<file path="src/hw/fbiu_pkg.sv">
// shared constants and types of the fifo buffer instruction unit
package fbiu_pkg;
	// opcode encoding, arbitrary values
	localparam logic [7:0] OP_RX_READ = 8'h30;
	localparam logic [7:0] OP_RX_COPY = 8'h32;
	localparam logic [7:0] OP_TX_WRITE = 8'h3A;
	localparam logic [7:0] OP_RANDOM = 8'h3C;
	localparam logic [7:0] OP_RX_MOVE = 8'h54;
	// byte positions inside one chip-select frame
	localparam logic [3:0] IDX_STATUS = 4'h0;
	localparam logic [3:0] IDX_ARG1 = 4'h1;
	localparam logic [3:0] IDX_ARG2 = 4'h2;
	localparam logic [3:0] IDX_ARG3 = 4'h3;
	localparam logic [3:0] IDX_MAX = 4'hF;
	// status byte field positions
	localparam int ST_HOLD = 7;
	localparam int ST_HIGH = 6;
	localparam int ST_LOW = 5;
	localparam int ST_TXFULL = 4;
	localparam int ST_RXEMPTY = 3;
	// priority flag inside the first move operand byte
	localparam int PRIO_BIT = 7;
	// pin order {mosi, csn_n, sclk}; idle levels used at reset
	localparam logic [2:0] PIN_IDLE = 3'h2;
	localparam int SYNC_N = 3;
	localparam logic [15:0] LFSR_SEED = 16'hACE1;
	typedef enum logic [2:0] {
		FB_NONE, FB_READ, FB_COPY, FB_TXW, FB_RANDOM, FB_MOVE
	} fbiu_op_t;
endpackage

</file>
<file path="src/hw/fbiu_byte_if.sv">
// byte level link between the spi shifter and the instruction logic
`timescale 1ns/10ps
interface fbiu_byte_if;
	logic sel;
	logic byte_start;
	logic rx_valid;
	logic [7:0] rx_byte;
	logic [7:0] tx_byte;
	modport shifter(output sel, byte_start, rx_valid, rx_byte,
		input tx_byte);
	modport ctrl(input sel, byte_start, rx_valid, rx_byte,
		output tx_byte);
endinterface

</file>
<file path="src/hw/fbiu_top.sv">
// fifo buffer instruction unit: spi opcodes for rx/tx fifo and rx move
// How it works
// (RL1) read-and-copy returns the rx fifo byte count on byte two.
// (RL2) host must not read the rx fifo while a move is running.
// (RL3) tx write appends each data byte to the tx fifo tail in order while the fifo is not full.
// (RL4) each tx write data byte returns the fill count before storing it.
// (RL5) tx write into a full tx fifo raises the overflow pulse.
// (RL6) random opcode returns noise-fed lfsr bytes, one per spi byte.
// (RL7) move takes 12-bit address and 8-bit count, writes oldest bytes out.
// (RL8) move priority bit zero selects low slot, one selects high slot.
// (RL9) rx fifo empty before count done raises timeout, per wait bit.
// (RL10) bytes still left after a timeout are readable as status.
// (RL11) high move with wait bit set raises dpu hold and stalls the low slot; spi frames still run.
// (RL12) every finished move pulses the done flag of its priority.
// (RL13) a move to an already busy priority is refused with a fault.
// (RL14) each rx read data byte returns and removes the oldest byte.
// (RL15) read-and-copy also writes each byte to memory from an address.
// (RL16) the first byte of every frame returns the status byte.
`timescale 1ns/10ps
module fbiu_top import fbiu_pkg::*; (
	// system
	input wire logic clk,
	input wire logic sys_rst,
	// spi pins
	input wire logic spi_sclk,
	input wire logic spi_csn_n,
	input wire logic spi_mosi,
	output logic spi_miso,
	output logic spi_miso_oe_n,
	// rx fifo
	input wire logic [7:0] rx_data,
	input wire logic [7:0] rx_count,
	input wire logic rx_empty,
	output logic rx_pop,
	// tx fifo
	input wire logic [7:0] tx_count,
	input wire logic tx_full,
	output logic tx_push,
	output logic [7:0] tx_wdata,
	// memory write port
	output logic mem_we,
	output logic [11:0] mem_addr,
	output logic [7:0] mem_wdata,
	// receiver and control
	input wire logic noise_bit,
	input wire logic frame_busy,
	input wire logic move_wait_frame_bit,
	// status
	output logic [7:0] move_left,
	output logic dpu_hold,
	// exception pulses
	output logic tx_overflow,
	output logic move_drain_timeout,
	output logic priority_busy_fault,
	output logic low_prio_done,
	output logic high_prio_done
);
	fbiu_byte_if bif();
	fbiu_op_t op_reg, op_next;
	logic [3:0] idx_reg, idx_next;
	logic [11:0] cadr_reg, cadr_next, stg_reg, stg_next;
	logic sp_reg, sp_next;
	logic [1:0] act_reg, act_next, done_reg, done_next;
	logic [1:0][11:0] sadr_reg, sadr_next;
	logic [1:0][7:0] scnt_reg, scnt_next;
	logic [7:0] left_reg, left_next, twd_reg, twd_next, mdat_reg, mdat_next;
	logic [11:0] madr_reg, madr_next;
	logic pop_reg, pop_next, we_reg, we_next, push_reg, push_next;
	logic ovf_reg, ovf_next, tmo_reg, tmo_next, busy_reg, busy_next;
	logic hold_reg, hold_next, spi_take, launch, mv_s, data_byte;
	logic tk_reg, tk_next;
	logic [15:0] lfsr_reg, lfsr_next;
	logic [7:0] status;

	fbiu_spi u_spi (
		.clk(clk),
		.sys_rst(sys_rst),
		.spi_sclk(spi_sclk),
		.spi_csn_n(spi_csn_n),
		.spi_mosi(spi_mosi),
		.spi_miso(spi_miso),
		.spi_miso_oe_n(spi_miso_oe_n),
		.bif(bif)
	);

	function automatic fbiu_op_t decode(input logic [7:0] b);
		case (b)
			OP_RX_READ: decode = FB_READ;
			OP_RX_COPY: decode = FB_COPY;
			OP_TX_WRITE: decode = FB_TXW;
			OP_RANDOM: decode = FB_RANDOM;
			OP_RX_MOVE: decode = FB_MOVE;
			default: decode = FB_NONE;
		endcase
	endfunction

	// noise keeps stirring the lfsr so bytes never repeat a fixed cycle
	always_comb begin
		lfsr_next = {lfsr_reg[14:0], lfsr_reg[15] ^ lfsr_reg[13] ^
			lfsr_reg[12] ^ lfsr_reg[10] ^ noise_bit}; // RL6
	end

	// answer byte for the byte that is about to be shifted out
	always_comb begin
		status = 8'h00;
		status[ST_HOLD] = hold_reg;
		status[ST_HIGH] = act_reg[1];
		status[ST_LOW] = act_reg[0];
		status[ST_TXFULL] = tx_full;
		status[ST_RXEMPTY] = rx_empty;
		data_byte = 1'b0;
		bif.tx_byte = status; // RL16
		if (idx_reg != IDX_STATUS) begin
			case (op_reg)
				FB_READ: begin
					bif.tx_byte = rx_data; // RL14
					data_byte = 1'b1;
				end
				FB_COPY: begin
					if (idx_reg == IDX_ARG1) begin
						bif.tx_byte = rx_count; // RL1
					end else if (idx_reg >= IDX_ARG3) begin
						bif.tx_byte = rx_data;
						data_byte = 1'b1;
					end else begin
						bif.tx_byte = 8'h00;
					end
				end
				FB_TXW: bif.tx_byte = tx_count; // RL4
				FB_RANDOM: bif.tx_byte = lfsr_reg[7:0]; // RL6
				FB_MOVE: bif.tx_byte = rx_count;
				default: bif.tx_byte = 8'h00;
			endcase
		end
	end

	// frame decode, fifo access and the two-slot move engine
	always_comb begin
		op_next = op_reg;
		idx_next = idx_reg;
		cadr_next = cadr_reg;
		stg_next = stg_reg;
		sp_next = sp_reg;
		act_next = act_reg;
		sadr_next = sadr_reg;
		scnt_next = scnt_reg;
		left_next = left_reg;
		twd_next = twd_reg;
		madr_next = madr_reg;
		mdat_next = mdat_reg;
		tk_next = tk_reg;
		pop_next = 1'b0;
		we_next = 1'b0;
		push_next = 1'b0;
		ovf_next = 1'b0;
		tmo_next = 1'b0;
		busy_next = 1'b0;
		done_next = 2'b00;
		hold_next = act_reg[1] & move_wait_frame_bit; // RL11
		spi_take = 1'b0;
		launch = 1'b0;
		mv_s = act_reg[1];
		if (!bif.sel) begin
			idx_next = IDX_STATUS;
			op_next = FB_NONE;
			tk_next = 1'b0;
		end
		if (bif.rx_valid) begin
			if (idx_reg != IDX_MAX)
				idx_next = idx_reg + 4'h1;
			if (idx_reg == IDX_STATUS) begin
				op_next = decode(bif.rx_byte);
			end else begin
				case (op_reg)
					FB_TXW: begin
						if (tx_full) begin
							ovf_next = 1'b1; // RL5
						end else begin
							push_next = 1'b1; // RL3
							twd_next = bif.rx_byte;
						end
					end
					FB_COPY: begin
						if (idx_reg == IDX_ARG1)
							cadr_next[11:8] = bif.rx_byte[3:0]; // RL15
						if (idx_reg == IDX_ARG2)
							cadr_next[7:0] = bif.rx_byte;
					end
					FB_MOVE: begin
						if (idx_reg == IDX_ARG1) begin
							sp_next = bif.rx_byte[PRIO_BIT]; // RL8
							stg_next[11:8] = bif.rx_byte[3:0]; // RL7
						end
						if (idx_reg == IDX_ARG2)
							stg_next[7:0] = bif.rx_byte;
						if (idx_reg == IDX_ARG3)
							launch = 1'b1;
					end
					default: ;
				endcase
			end
		end
		if (launch) begin
			if (act_reg[sp_reg]) begin
				busy_next = 1'b1; // RL13
			end else begin
				act_next[sp_reg] = 1'b1; // RL8
				sadr_next[sp_reg] = stg_reg;
				scnt_next[sp_reg] = bif.rx_byte; // RL7
			end
		end
		// a pop needs one cycle before the fifo flags are trusted again
		if (bif.byte_start)
			tk_next = data_byte && !rx_empty && !pop_reg;
		// the head leaves only once its byte was clocked out, so the byte
		// preloaded after the last transfer of a frame is not lost
		if (bif.rx_valid && tk_reg) begin
			tk_next = 1'b0;
			pop_next = 1'b1; // RL14
			spi_take = 1'b1;
			if (op_reg == FB_COPY) begin
				we_next = 1'b1; // RL15
				madr_next = cadr_reg;
				mdat_next = rx_data;
				cadr_next = cadr_reg + 12'h001;
			end
		end
		// high slot always served first, so a waiting high move stalls low
		if (act_reg != 2'b00 && !spi_take && !pop_reg) begin
			if (scnt_reg[mv_s] == 8'h00) begin
				done_next[mv_s] = 1'b1; // RL12
				act_next[mv_s] = 1'b0;
			end else if (!rx_empty) begin
				pop_next = 1'b1; // RL7
				we_next = 1'b1;
				madr_next = sadr_reg[mv_s];
				mdat_next = rx_data;
				sadr_next[mv_s] = sadr_reg[mv_s] + 12'h001;
				scnt_next[mv_s] = scnt_reg[mv_s] - 8'h01;
			end else if (!move_wait_frame_bit || !frame_busy) begin
				tmo_next = 1'b1; // RL9
				done_next[mv_s] = 1'b1; // RL12
				act_next[mv_s] = 1'b0;
				left_next = scnt_reg[mv_s]; // RL10
			end
		end
	end

	always_ff @(posedge clk or posedge sys_rst) begin
		if (sys_rst) begin
			op_reg <= FB_NONE;
			idx_reg <= IDX_STATUS;
			cadr_reg <= 12'h000;
			stg_reg <= 12'h000;
			sp_reg <= 1'b0;
			act_reg <= 2'b00;
			sadr_reg <= '0;
			scnt_reg <= '0;
			left_reg <= 8'h00;
			twd_reg <= 8'h00;
			madr_reg <= 12'h000;
			mdat_reg <= 8'h00;
			pop_reg <= 1'b0;
			we_reg <= 1'b0;
			push_reg <= 1'b0;
			ovf_reg <= 1'b0;
			tmo_reg <= 1'b0;
			busy_reg <= 1'b0;
			done_reg <= 2'b00;
			hold_reg <= 1'b0;
			tk_reg <= 1'b0;
			lfsr_reg <= LFSR_SEED;
		end else begin
			op_reg <= op_next;
			idx_reg <= idx_next;
			cadr_reg <= cadr_next;
			stg_reg <= stg_next;
			sp_reg <= sp_next;
			act_reg <= act_next;
			sadr_reg <= sadr_next;
			scnt_reg <= scnt_next;
			left_reg <= left_next;
			twd_reg <= twd_next;
			madr_reg <= madr_next;
			mdat_reg <= mdat_next;
			pop_reg <= pop_next;
			we_reg <= we_next;
			push_reg <= push_next;
			ovf_reg <= ovf_next;
			tmo_reg <= tmo_next;
			busy_reg <= busy_next;
			done_reg <= done_next;
			hold_reg <= hold_next;
			tk_reg <= tk_next;
			lfsr_reg <= lfsr_next;
		end
	end

	assign rx_pop = pop_reg;
	assign tx_push = push_reg;
	assign tx_wdata = twd_reg;
	assign mem_we = we_reg;
	assign mem_addr = madr_reg;
	assign mem_wdata = mdat_reg;
	assign move_left = left_reg;
	assign dpu_hold = hold_reg;
	assign tx_overflow = ovf_reg;
	assign move_drain_timeout = tmo_reg;
	assign priority_busy_fault = busy_reg;
	assign low_prio_done = done_reg[0];
	assign high_prio_done = done_reg[1];
endmodule // fbiu_top

</file>
<file path="src/hw/fbiu_spi.sv">
// spi mode 0 byte shifter with pin synchronisers
`timescale 1ns/10ps
module fbiu_spi import fbiu_pkg::*; (
	// system
	input wire logic clk,
	input wire logic sys_rst,
	// pins
	input wire logic spi_sclk,
	input wire logic spi_csn_n,
	input wire logic spi_mosi,
	output logic spi_miso,
	output logic spi_miso_oe_n,
	// byte side
	fbiu_byte_if.shifter bif
);
	logic [2:0] pin_in;
	logic [2:0][SYNC_N-1:0] sy_reg, sy_next;
	logic [2:0] flt_reg, flt_next;
	logic [7:0] sh_reg, sh_next, in_reg, in_next, rxb_reg, rxb_next;
	logic [2:0] bit_reg, bit_next;
	logic miso_reg, miso_next, oe_n_reg, oe_n_next, val_reg, val_next;
	logic start;

	assign pin_in = {spi_mosi, spi_csn_n, spi_sclk};

	// three stage sync; a level counts once stages two and three agree
	for (genvar g = 0; g < 3; g++) begin : g_sync
		always_comb begin
			sy_next[g] = {sy_reg[g][SYNC_N-2:0], pin_in[g]};
			flt_next[g] = (sy_reg[g][1] == sy_reg[g][2]) ?
				sy_reg[g][2] : flt_reg[g];
		end
		always_ff @(posedge clk or posedge sys_rst) begin
			if (sys_rst) begin
				sy_reg[g] <= {SYNC_N{PIN_IDLE[g]}};
				flt_reg[g] <= PIN_IDLE[g];
			end else begin
				sy_reg[g] <= sy_next[g];
				flt_reg[g] <= flt_next[g];
			end
		end
	end

	// shift engine; sclk must be slow against clk for the sync delay
	always_comb begin
		sh_next = sh_reg;
		in_next = in_reg;
		rxb_next = rxb_reg;
		bit_next = bit_reg;
		miso_next = miso_reg;
		oe_n_next = oe_n_reg;
		val_next = 1'b0;
		start = 1'b0;
		if (flt_reg[1] && !flt_next[1]) begin
			// select falls: first answer bit must be out before sclk rises
			sh_next = bif.tx_byte;
			miso_next = bif.tx_byte[7];
			bit_next = 3'h0;
			oe_n_next = 1'b0;
			start = 1'b1;
		end else if (flt_next[1]) begin
			oe_n_next = 1'b1;
			bit_next = 3'h0;
		end else if (!flt_reg[0] && flt_next[0]) begin
			in_next = {in_reg[6:0], flt_reg[2]};
			bit_next = bit_reg + 3'h1;
			if (bit_reg == 3'h7) begin
				rxb_next = {in_reg[6:0], flt_reg[2]};
				val_next = 1'b1;
			end
		end else if (flt_reg[0] && !flt_next[0]) begin
			if (bit_reg == 3'h0) begin
				sh_next = bif.tx_byte;
				miso_next = bif.tx_byte[7];
				start = 1'b1;
			end else begin
				sh_next = {sh_reg[6:0], 1'b0};
				miso_next = sh_reg[6];
			end
		end
	end

	always_ff @(posedge clk or posedge sys_rst) begin
		if (sys_rst) begin
			sh_reg <= 8'h00;
			in_reg <= 8'h00;
			rxb_reg <= 8'h00;
			bit_reg <= 3'h0;
			miso_reg <= 1'b0;
			oe_n_reg <= 1'b1;
			val_reg <= 1'b0;
		end else begin
			sh_reg <= sh_next;
			in_reg <= in_next;
			rxb_reg <= rxb_next;
			bit_reg <= bit_next;
			miso_reg <= miso_next;
			oe_n_reg <= oe_n_next;
			val_reg <= val_next;
		end
	end

	// start is combinational so the loaded byte and its side effects agree
	assign bif.byte_start = start;
	assign bif.sel = !flt_reg[1];
	assign bif.rx_valid = val_reg;
	assign bif.rx_byte = rxb_reg;
	assign spi_miso = miso_reg;
	assign spi_miso_oe_n = oe_n_reg;
endmodule // fbiu_spi

</file>
<file path="config.mk">
export PLATFORM = sky130hd
export DESIGN_NAME = fbiu_top
export DESIGN_NICKNAME = d
export VERILOG_FILES = /design/src/hw/fbiu_pkg.sv /design/src/hw/fbiu_byte_if.sv /design/src/hw/fbiu_top.sv /design/src/hw/fbiu_spi.sv
export SDC_FILE = /design/constraint.sdc
export NUM_CORES = 1
export LEC_CHECK = 0
export BUFFER_PORTS_ARGS = -buffer_cell sky130_fd_sc_hd__buf_2
export CORE_MARGIN = 2
export CORE_UTILIZATION = 31
export CTS_CLUSTER_SIZE = 14
export DETAILED_ROUTE_END_ITERATION = 8
export GPL_TIMING_DRIVEN = 0
export PLACE_DENSITY = 0.55
export SYNTH_ARGS = -nofsm -noshare
export SYNTH_HDL_FRONTEND = slang
export SYNTH_SLANG_ARGS = --single-unit
</file>
<file path="constraint.sdc">
create_clock -name clk -period 7.3 [get_ports clk]
set_clock_uncertainty 0.05 [all_clocks]
set_input_delay 1.095 -clock clk [delete_from_list [all_inputs] [get_ports clk]]
set_output_delay 1.095 -clock clk [all_outputs]
set_load 0.1 [all_outputs]
</file>
==> results of run 1 <==
[Yosys cell counts, types with 3 or more instances]
cell	instances	share of area
sky130_fd_sc_hd__nand4_1	5	0.0036
sky130_fd_sc_hd__inv_1	24	0.010
sky130_fd_sc_hd__o211ai_1	6	0.0052
sky130_fd_sc_hd__nor2b_1	5	0.0036
sky130_fd_sc_hd__nand2b_1	9	0.0065
sky130_fd_sc_hd__nand2_1	83	0.036
sky130_fd_sc_hd__mux2i_1	91	0.11
sky130_fd_sc_hd__a21boi_0	9	0.0078
sky130_fd_sc_hd__buf_6	6	0.0078
sky130_fd_sc_hd__o21ai_1	13	0.0075
sky130_fd_sc_hd__a222oi_1	9	0.010
sky130_fd_sc_hd__a211oi_1	8	0.0070
sky130_fd_sc_hd__o21ai_0	24	0.014
sky130_fd_sc_hd__xnor2_1	18	0.018
sky130_fd_sc_hd__ha_1	11	0.016
sky130_fd_sc_hd__nor3b_1	9	0.0078
sky130_fd_sc_hd__xor2_1	3	0.0030
sky130_fd_sc_hd__clkbuf_1	15	0.0065
sky130_fd_sc_hd__dfstp_2	13	0.040
sky130_fd_sc_hd__mux2_1	11	0.014
sky130_fd_sc_hd__dfrtp_1	163	0.47
sky130_fd_sc_hd__and2_1	4	0.0029
sky130_fd_sc_hd__buf_1	3	0.0013
sky130_fd_sc_hd__nor2_1	44	0.019
sky130_fd_sc_hd__o21a_1	3	0.0026
sky130_fd_sc_hd__buf_2	9	0.0052
sky130_fd_sc_hd__o31ai_1	7	0.0061
sky130_fd_sc_hd__nor3_1	13	0.0075
sky130_fd_sc_hd__mux2_2	35	0.046
sky130_fd_sc_hd__nand3b_1	8	0.0070
sky130_fd_sc_hd__nand3_1	21	0.012
sky130_fd_sc_hd__buf_4	4	0.0035
sky130_fd_sc_hd__a21oi_1	32	0.019
sky130_fd_sc_hd__a22o_1	3	0.0030
[power by group through the flow]
stage               logic, mW  registers, mW  clock network [mW]
global placement        0.123           1.12                   0
CTS                     0.127           1.10               0.978
global route            0.140           1.11                1.02
floorplan              0.0722           1.13                   0
finish                  0.124           1.10               0.952
detailed placement      0.127           1.12                   0
[routing by layer]
metal | global-route usage | vias to the layer above | routed length [um]
met5 | 0 | - | 0
met1 | 0.240 | 3135 | 11600
met3 | 0.0282 | 17 | 885
met4 | 0.0446 | 0 | 348
met2 | 0.225 | 147 | 9360
li1 | - | 2994 | -
[final cells by class]
class	count	area [um^2]	area share
buffer	37	210	0.0207
clock buffer	20	447	0.0440
clock inverter	12	159	0.0157
inverter	24	97.6	0.00962
multi-input combinational	537	3910	0.385
sequential	176	4420	0.436
tap	378	473	0.0466
timing repair buffer	81	428	0.0422
[metrics by stage]
step	instances	power [mW]	hold WS, ns	setup WS, ns
floorplan	774	1.20	0.281	1.40
global placement	1232	1.24	0.285	-0.980
detailed placement	1233	1.25	0.288	3.78
CTS	1265	2.21	0.304	3.76
global route	1265	2.27	0.314	3.50
finish	1265	2.18	0.302	3.68
[kinds of logic after synthesis]
group | after synthesis | synth area share
AO/OA/AOI/OAI | 141 | 0.112
XOR/XNOR | 21 | 0.0213
flip-flops | 176 | 0.512
multiplexers | 137 | 0.166
buffers and inverters | 61 | 0.0348
AND/OR/NAND/NOR | 225 | 0.136
adder cells (fa/ha/maj) | 13 | 0.0183
[worst paths after layout]
kind | to | slack, ns
max | mem_addr[6] | 3.68
min | u_spi.sy_next[8] | 0.30
max reg2reg | mem_addr[6] | 3.68
min reg2reg | u_spi.sy_next[8] | 0.30
max in group asynchronous | u_spi.flt_reg[1] | 5.57
min in group asynchronous | stg_reg[6] | 0.72
[critical path, cell delays in order, from the launching register on]
cell and delay (ns):
sky130_fd_sc_hd__dfrtp_1 0.32, sky130_fd_sc_hd__buf_2 0.25, sky130_fd_sc_hd__buf_4 0.23, sky130_fd_sc_hd__buf_2 0.32, sky130_fd_sc_hd__buf_2 0.41, sky130_fd_sc_hd__mux2i_1 0.45
sky130_fd_sc_hd__ha_1 0.23, sky130_fd_sc_hd__o21ai_1 0.18, sky130_fd_sc_hd__o221ai_4 0.36, sky130_fd_sc_hd__clkbuf_1 0.47, sky130_fd_sc_hd__o21ai_0 0.18
==> summary.md, run 1 <==
The count of antenna-violating nets left after detailed routing is 0, and the count of port buffers added during placement is 80. Averaged over all synthesized cells, the footprint is 11.2 um^2. Entering global routing, the biggest net connects 90 pins. The final weighted congestion in routability-driven placement was 0.816. The tools report the total routing resource utilization after global routing as 0.157.

Setup violations remaining at the end of the flow were counted as 0. The max-slew headroom at the worst pin was 0.303. Synthesis handed over a netlist of 774 instances.

The proportion of layout cells with a drive suffix above 1 is 0.222, and the number of flip-flops in the largest register is 24. The number of buffers inserted for hold repair after clock tree synthesis was 0; the clock slew seen by the registers of the worst setup and hold paths was 0.07 ns. The clock network power share is 0.438, and the length in cells of the worst reg-to-reg path is 10. The area of all placed cells without fillers came out at 0.0101 mm^2. The measured slew at the worst slew-check pin came out at 1.04 ns. In this run the most critical hold path is launched from u_spi.sy_next[7].

The tool flagged a number of max-cap violations equal to 0. The post-synthesis register bit count is 176. The tools report the maximum achievable frequency as 276 MHz. Clock latency on the worst-skew pair, taken at its later pin, is 0.43 ns.

The maximum clock path buffer count came out at 2. Cell depth of the worst hold path: 0. For this run, design rule violations remaining after detail routing come to 0. Fill cells in the final layout number 2775. The final route contains 6293 vias. The sequential share of the synthesized area is 0.512.

The initial standard-cell utilization of the core is 0.312, and the first-pass GRT wire length is 35400 um. The total overflow left after global routing is 0. The average wire per standard cell works out to 17.5 um. The clock drives 176 sinks. Dividing total power by cell area gives a power density of 215 mW/mm^2. Once placement finished, the instance area stood at 0.00954 mm^2. In this run the worst setup path begins at act_reg[1].

After layout, the minimum clock period comes to 3.62 ns. The core region is 0.0276 mm^2. The tools report the root buffer cell as sky130_fd_sc_hd__clkbuf_16. In this run, synthesis inferred 0 flip-flops with an integrated enable. The net switching share of the total power was 0.239. The tools report the number of clock buffers inserted by TritonCTS as 17.

Critical path data required time: 7.52 ns. The highest fanout seen on the critical path came out at 10. The summed instance area of the synthesized netlist was 0.00863 mm^2. The run gives 0 as the post-CTS setup buffer count.

The part of the total power dissipated in sequential elements was 0.505. Setup repair after global routing left no endpoint under its margin. The period utilization works out to 0.495. Leaving out fill and tap cells, the most frequent cell in the layout is sky130_fd_sc_hd__dfrtp_1. The number of max-slew violations in the final report was 0; the number of nets produced by synthesis was 819.

TritonCTS built the clock tree. After clock tree synthesis, the repair step resized 0 gates. For the setup TNS after final layout, the log shows 0 ns.

The number of warnings issued by yosys is 0. After floorplanning, the core was divided into 61 placement rows. Post-detailed-route via-to-cell ratio: 4.97. The setup path with the least slack is of type flop to flop.

The number of antenna violations at the first check in global routing is 0. The run finished with clean final reports. The share of flip-flops with an asynchronous set or reset came out at 1.00. The half-perimeter wire length of the detailed placement result came out at 15300 um. The number of different library cells used by synthesis comes to 75. The internal portion of the total power is 1.66 mW.

The net count of the finished layout is 919. Path class of the lowest-slack min-delay path: flop to flop. The tools report the origin of the critical flop-to-flop path as act_reg[1].

Data on the critical path arrives at its endpoint at 3.84 ns. The combinational power share came out at 0.057. The worst setup path is captured at a flop. In the layout the commonest cells are 163 x sky130_fd_sc_hd__dfrtp_1, 91 x sky130_fd_sc_hd__mux2i_1, 89 x sky130_fd_sc_hd__buf_2. The total routed wirelength came out at 22200 um.

VDD sags by at most 0.118 mV. The tools report the kind of start point of the critical path as a flop. The tools report the number of antenna repair diodes as 0. From synthesis to final layout, the design area changed by 17.5%.

The logs give 6011 for the number of global-route vias before repair and 0.0292 mm^2 for the floorplan die area. The die width is 171 um. The dominant synthesized flop cell is sky130_fd_sc_hd__dfrtp_1.

For the final core utilization, the log shows 0.367. The tools report the hold violation count in the final report as 0. The violation count after the first detailed-routing iteration was 366. For this design the total switching power over the nets is 0.520 mW. For the cell leakage power, the log shows 4.67 nW. The die is 171 um tall.

The H-tree depth came out at 4. The pre-antenna-repair detailed-routing pass consisted of 6 iterations. Pin placement for this block handled 81 I/O pins.
Power figures use the tool's default switching activity.
==> run 2, diff against run 1 <==
clock period = 3.74 ns   (was 7.3 ns; I/O delays follow)
==> summary.md, run 2 (same netlist as run 1, synthesis figures left out) <==
The run finished with clean final reports. The post-detailed-route via-to-cell ratio was 4.96 (was 4.97); the measured slew at the worst slew-check pin was 1.05 ns (was 1.04 ns). The tools report the first-pass GRT wire length as 35400 um (about the same).

The clock period minus worst slack is 3.48 ns (was 3.62 ns). The final net count is 922 (was 919). The tools report the root buffer cell as sky130_fd_sc_hd__clkbuf_16 (unchanged). The number of setup violations in the final report came out at 0 (unchanged). The type of the worst setup path is flop to flop (unchanged).

The proportion of layout cells with a drive suffix above 1 was 0.229 (was 0.222); the placed cell count was 1236 (was 1233). Global-route met2 utilization: 0.234 (was 0.225). The ratio of total power to cell area came out at 424 mW/mm^2 (was 215 mW/mm^2). Path class of the lowest-slack min-delay path: primary input to flop (was flop to flop). The final core utilization was 0.371 (was 0.367).

The overall via count from detail_route was 6285 (was 6293); the part of the total power dissipated in sequential elements was 0.494 (was 0.505). The run gives 0.312 (unchanged) as the initial standard-cell utilization of the core. The floorplan die area is 0.0292 mm^2 (unchanged), and the number of antenna violations at the first check in global routing is 0 (unchanged). The clock slew seen by the registers of the worst setup and hold paths works out to 0.07 ns (about the same). The critical path arrival was 3.73 ns (was 3.84 ns). TritonCTS built the clock tree. The total routing resource utilization after global routing is 0.158 (was 0.157). The run gives 4.71 nW (was 4.67 nW) as the cell leakage power. Clock latency at the later pin of the worst-skew pair: 0.43 ns (about the same).

The average wire per standard cell works out to 17.5 um (about the same). The number of clock buffers inserted by TritonCTS was 17 (unchanged); the count of antenna-violating nets left after detailed routing was 0 (unchanged). The post-route non-filler standard cell count is 1268 (was 1265), and the half-perimeter wire length of the detailed placement result is 15700 um (was 15300 um). The run gives 0 (unchanged) as the count of maximum capacitance violations. The period utilization works out to 0.932 (was 0.495). For the H-tree depth, the log shows 4 (unchanged). Kind of start point of the critical path: a flop (unchanged). The combinational power share is 0.057 (about the same).

The area of all sequential standard cells came out at 0.00442 mm^2 (unchanged). Leading cell type in the layout, fill and taps excluded: sky130_fd_sc_hd__dfrtp_1 (unchanged). The total grt overflow was 0 (unchanged); the largest net degree at the start of global routing was 41 (was 90). Critical path data required time: 3.98 ns (was 7.52 ns). The max-slew headroom at the worst pin was 0.296 (was 0.303); the number of max-slew violations in the final report was 0 (unchanged). Area overhead of the layout relative to synthesis: 18.6% (was 17.5%). The die width works out to 171 um (unchanged). The net switching power of the design was 1.04 mW (was 0.520 mW).

The run gives 6220 (was 6011) as the number of global-route vias before repair. The endpoint type of the worst setup path is a flop (unchanged). Most crowded layer after global routing: met2 (was met1). The maximum resistive drop on vdd came out at 0.227 mV (was 0.118 mV).

The core outline area came out at 0.0276 mm^2 (unchanged). Design internal power: 3.31 mW (was 1.66 mW). The number of clock sinks came out at 176 (unchanged). Setup repair after global routing left no endpoint under its margin.

Highest fanout seen on the critical path: 10 (unchanged). The area used by multi-input combinational logic was 0.00392 mm^2 (was 0.00391 mm^2). Hold violation count in the final report: 0 (unchanged). Leading cell types in the layout, fill and taps excluded: 163 x sky130_fd_sc_hd__dfrtp_1, 90 x sky130_fd_sc_hd__mux2i_1, 88 x sky130_fd_sc_hd__buf_2 (was 163 x sky130_fd_sc_hd__dfrtp_1, 91 x sky130_fd_sc_hd__mux2i_1, 89 x sky130_fd_sc_hd__buf_2). The number of antenna repair diodes came out at 0 (unchanged). The standard-cell row count is 61 (unchanged), and the DRC violation count after routing is 0 (unchanged). The net switching share of the total power is 0.239 (about the same). The tools report the number of search-and-repair iterations in the first detailed-routing pass as 7 (was 6). The number of flip-flops in the largest register is 24 (unchanged). The count of port buffers added during placement was 80 (unchanged). The top-level I/O count was 81 (unchanged). Met1 track demand over resource in global routing: 0.234 (was 0.240). The tools report the final weighted congestion in routability-driven placement as 0.812 (was 0.816).

The run gives 2 (unchanged) as the maximum clock path buffer count. Height of the die: 171 um (unchanged). The maximum achievable frequency was 287 MHz (was 276 MHz); the count of fill cells added during filler insertion was 2799 (was 2775).

Clock network power share: 0.449 (was 0.438). The tools report the total routed wirelength as 22200 um (about the same). The logs give 399 (was 366) for the violation count after the first detailed-routing iteration and 0.0310 (was 0.0282) for the global-route met3 utilization.
-- run 2: per-layer routing --
metal  part of all wire  wire (um)  vias to the layer above
li1                   -          -                     2993
met1               0.52      11500                     3119
met2               0.42       9360                      158
met3              0.049       1090                       15
met4              0.011        252                        0
met5                  0          0                        -
-- run 2: layout make-up --
type	instances	area share
Sequential cell	176	0.432
Multi-Input combinational cell	537	0.382
Timing Repair Buffer	84	0.0469
Tap cell	378	0.0462
Clock buffer	18	0.0429
Buffer	37	0.0209
Clock inverter	14	0.0197
Inverter	24	0.00917
-- run 2: worst max-delay path, stage by stage, from the launching register on --
cell                       delay (ns)
sky130_fd_sc_hd__dfrtp_1         0.32
sky130_fd_sc_hd__buf_2           0.26
sky130_fd_sc_hd__buf_4           0.23
sky130_fd_sc_hd__buf_2           0.33
sky130_fd_sc_hd__clkbuf_4        0.36
sky130_fd_sc_hd__mux2i_1         0.40
sky130_fd_sc_hd__ha_1            0.21
sky130_fd_sc_hd__o21ai_1         0.19
sky130_fd_sc_hd__o221ai_4        0.34
sky130_fd_sc_hd__clkbuf_1        0.47
sky130_fd_sc_hd__o21ai_0         0.16
-- run 2: timing repair --
action | 4_1_cts | 5_1_grt
buffers inserted | 0 | 0
gates resized for setup | 0 | 3
hold buffers | 0 | 0
setup endpoints to repair | 0 | 48
-- run 2: worst paths after layout --
kind,to,depth (start not counted),slack [ns],start
min reg2reg,u_spi.sy_next[8],0,0.30,u_spi.sy_next[7]
max,mem_addr[9],10,0.26,act_reg[1]
max in group asynchronous,u_spi.flt_reg[1],4,2.52,sys_rst
min,u_spi.sy_next[4],1,0.17,spi_csn_n
min in group asynchronous,lfsr_reg[14],2,0.19,sys_rst
max reg2reg,mem_addr[9],10,0.26,act_reg[1]
-- run 2: stage by stage --
stage / area (um^2) / TNS, ns / power (mW) / hold slack, ns / setup slack [ns]
after detailed placement: 9590 / 0 / 2.43 / 0.286 / 0.173
after global placement: 9510 / -58.63 / 2.43 / 0.285 / -0.378
after floorplan: 8640 / 0 / 2.34 / 0.281 / 0.887
after global routing: 10200 / 0 / 4.52 / 0.158 / 0.0104
after CTS: 10200 / 0 / 4.39 / 0.163 / 0.146
final: 10200 / 0 / 4.35 / 0.175 / 0.255
-- run 2: power groups by stage --
| stage | sequential (mW) | combinational (mW) | clock [mW] |
|---|---|---|---|
| after floorplan | 2.20 | 0.141 | 0 |
| after global placement | 2.19 | 0.242 | 0 |
| after detailed placement | 2.18 | 0.253 | 0 |
| after CTS | 2.15 | 0.254 | 1.99 |
| after global routing | 2.16 | 0.277 | 2.08 |
| final | 2.14 | 0.247 | 1.95 |
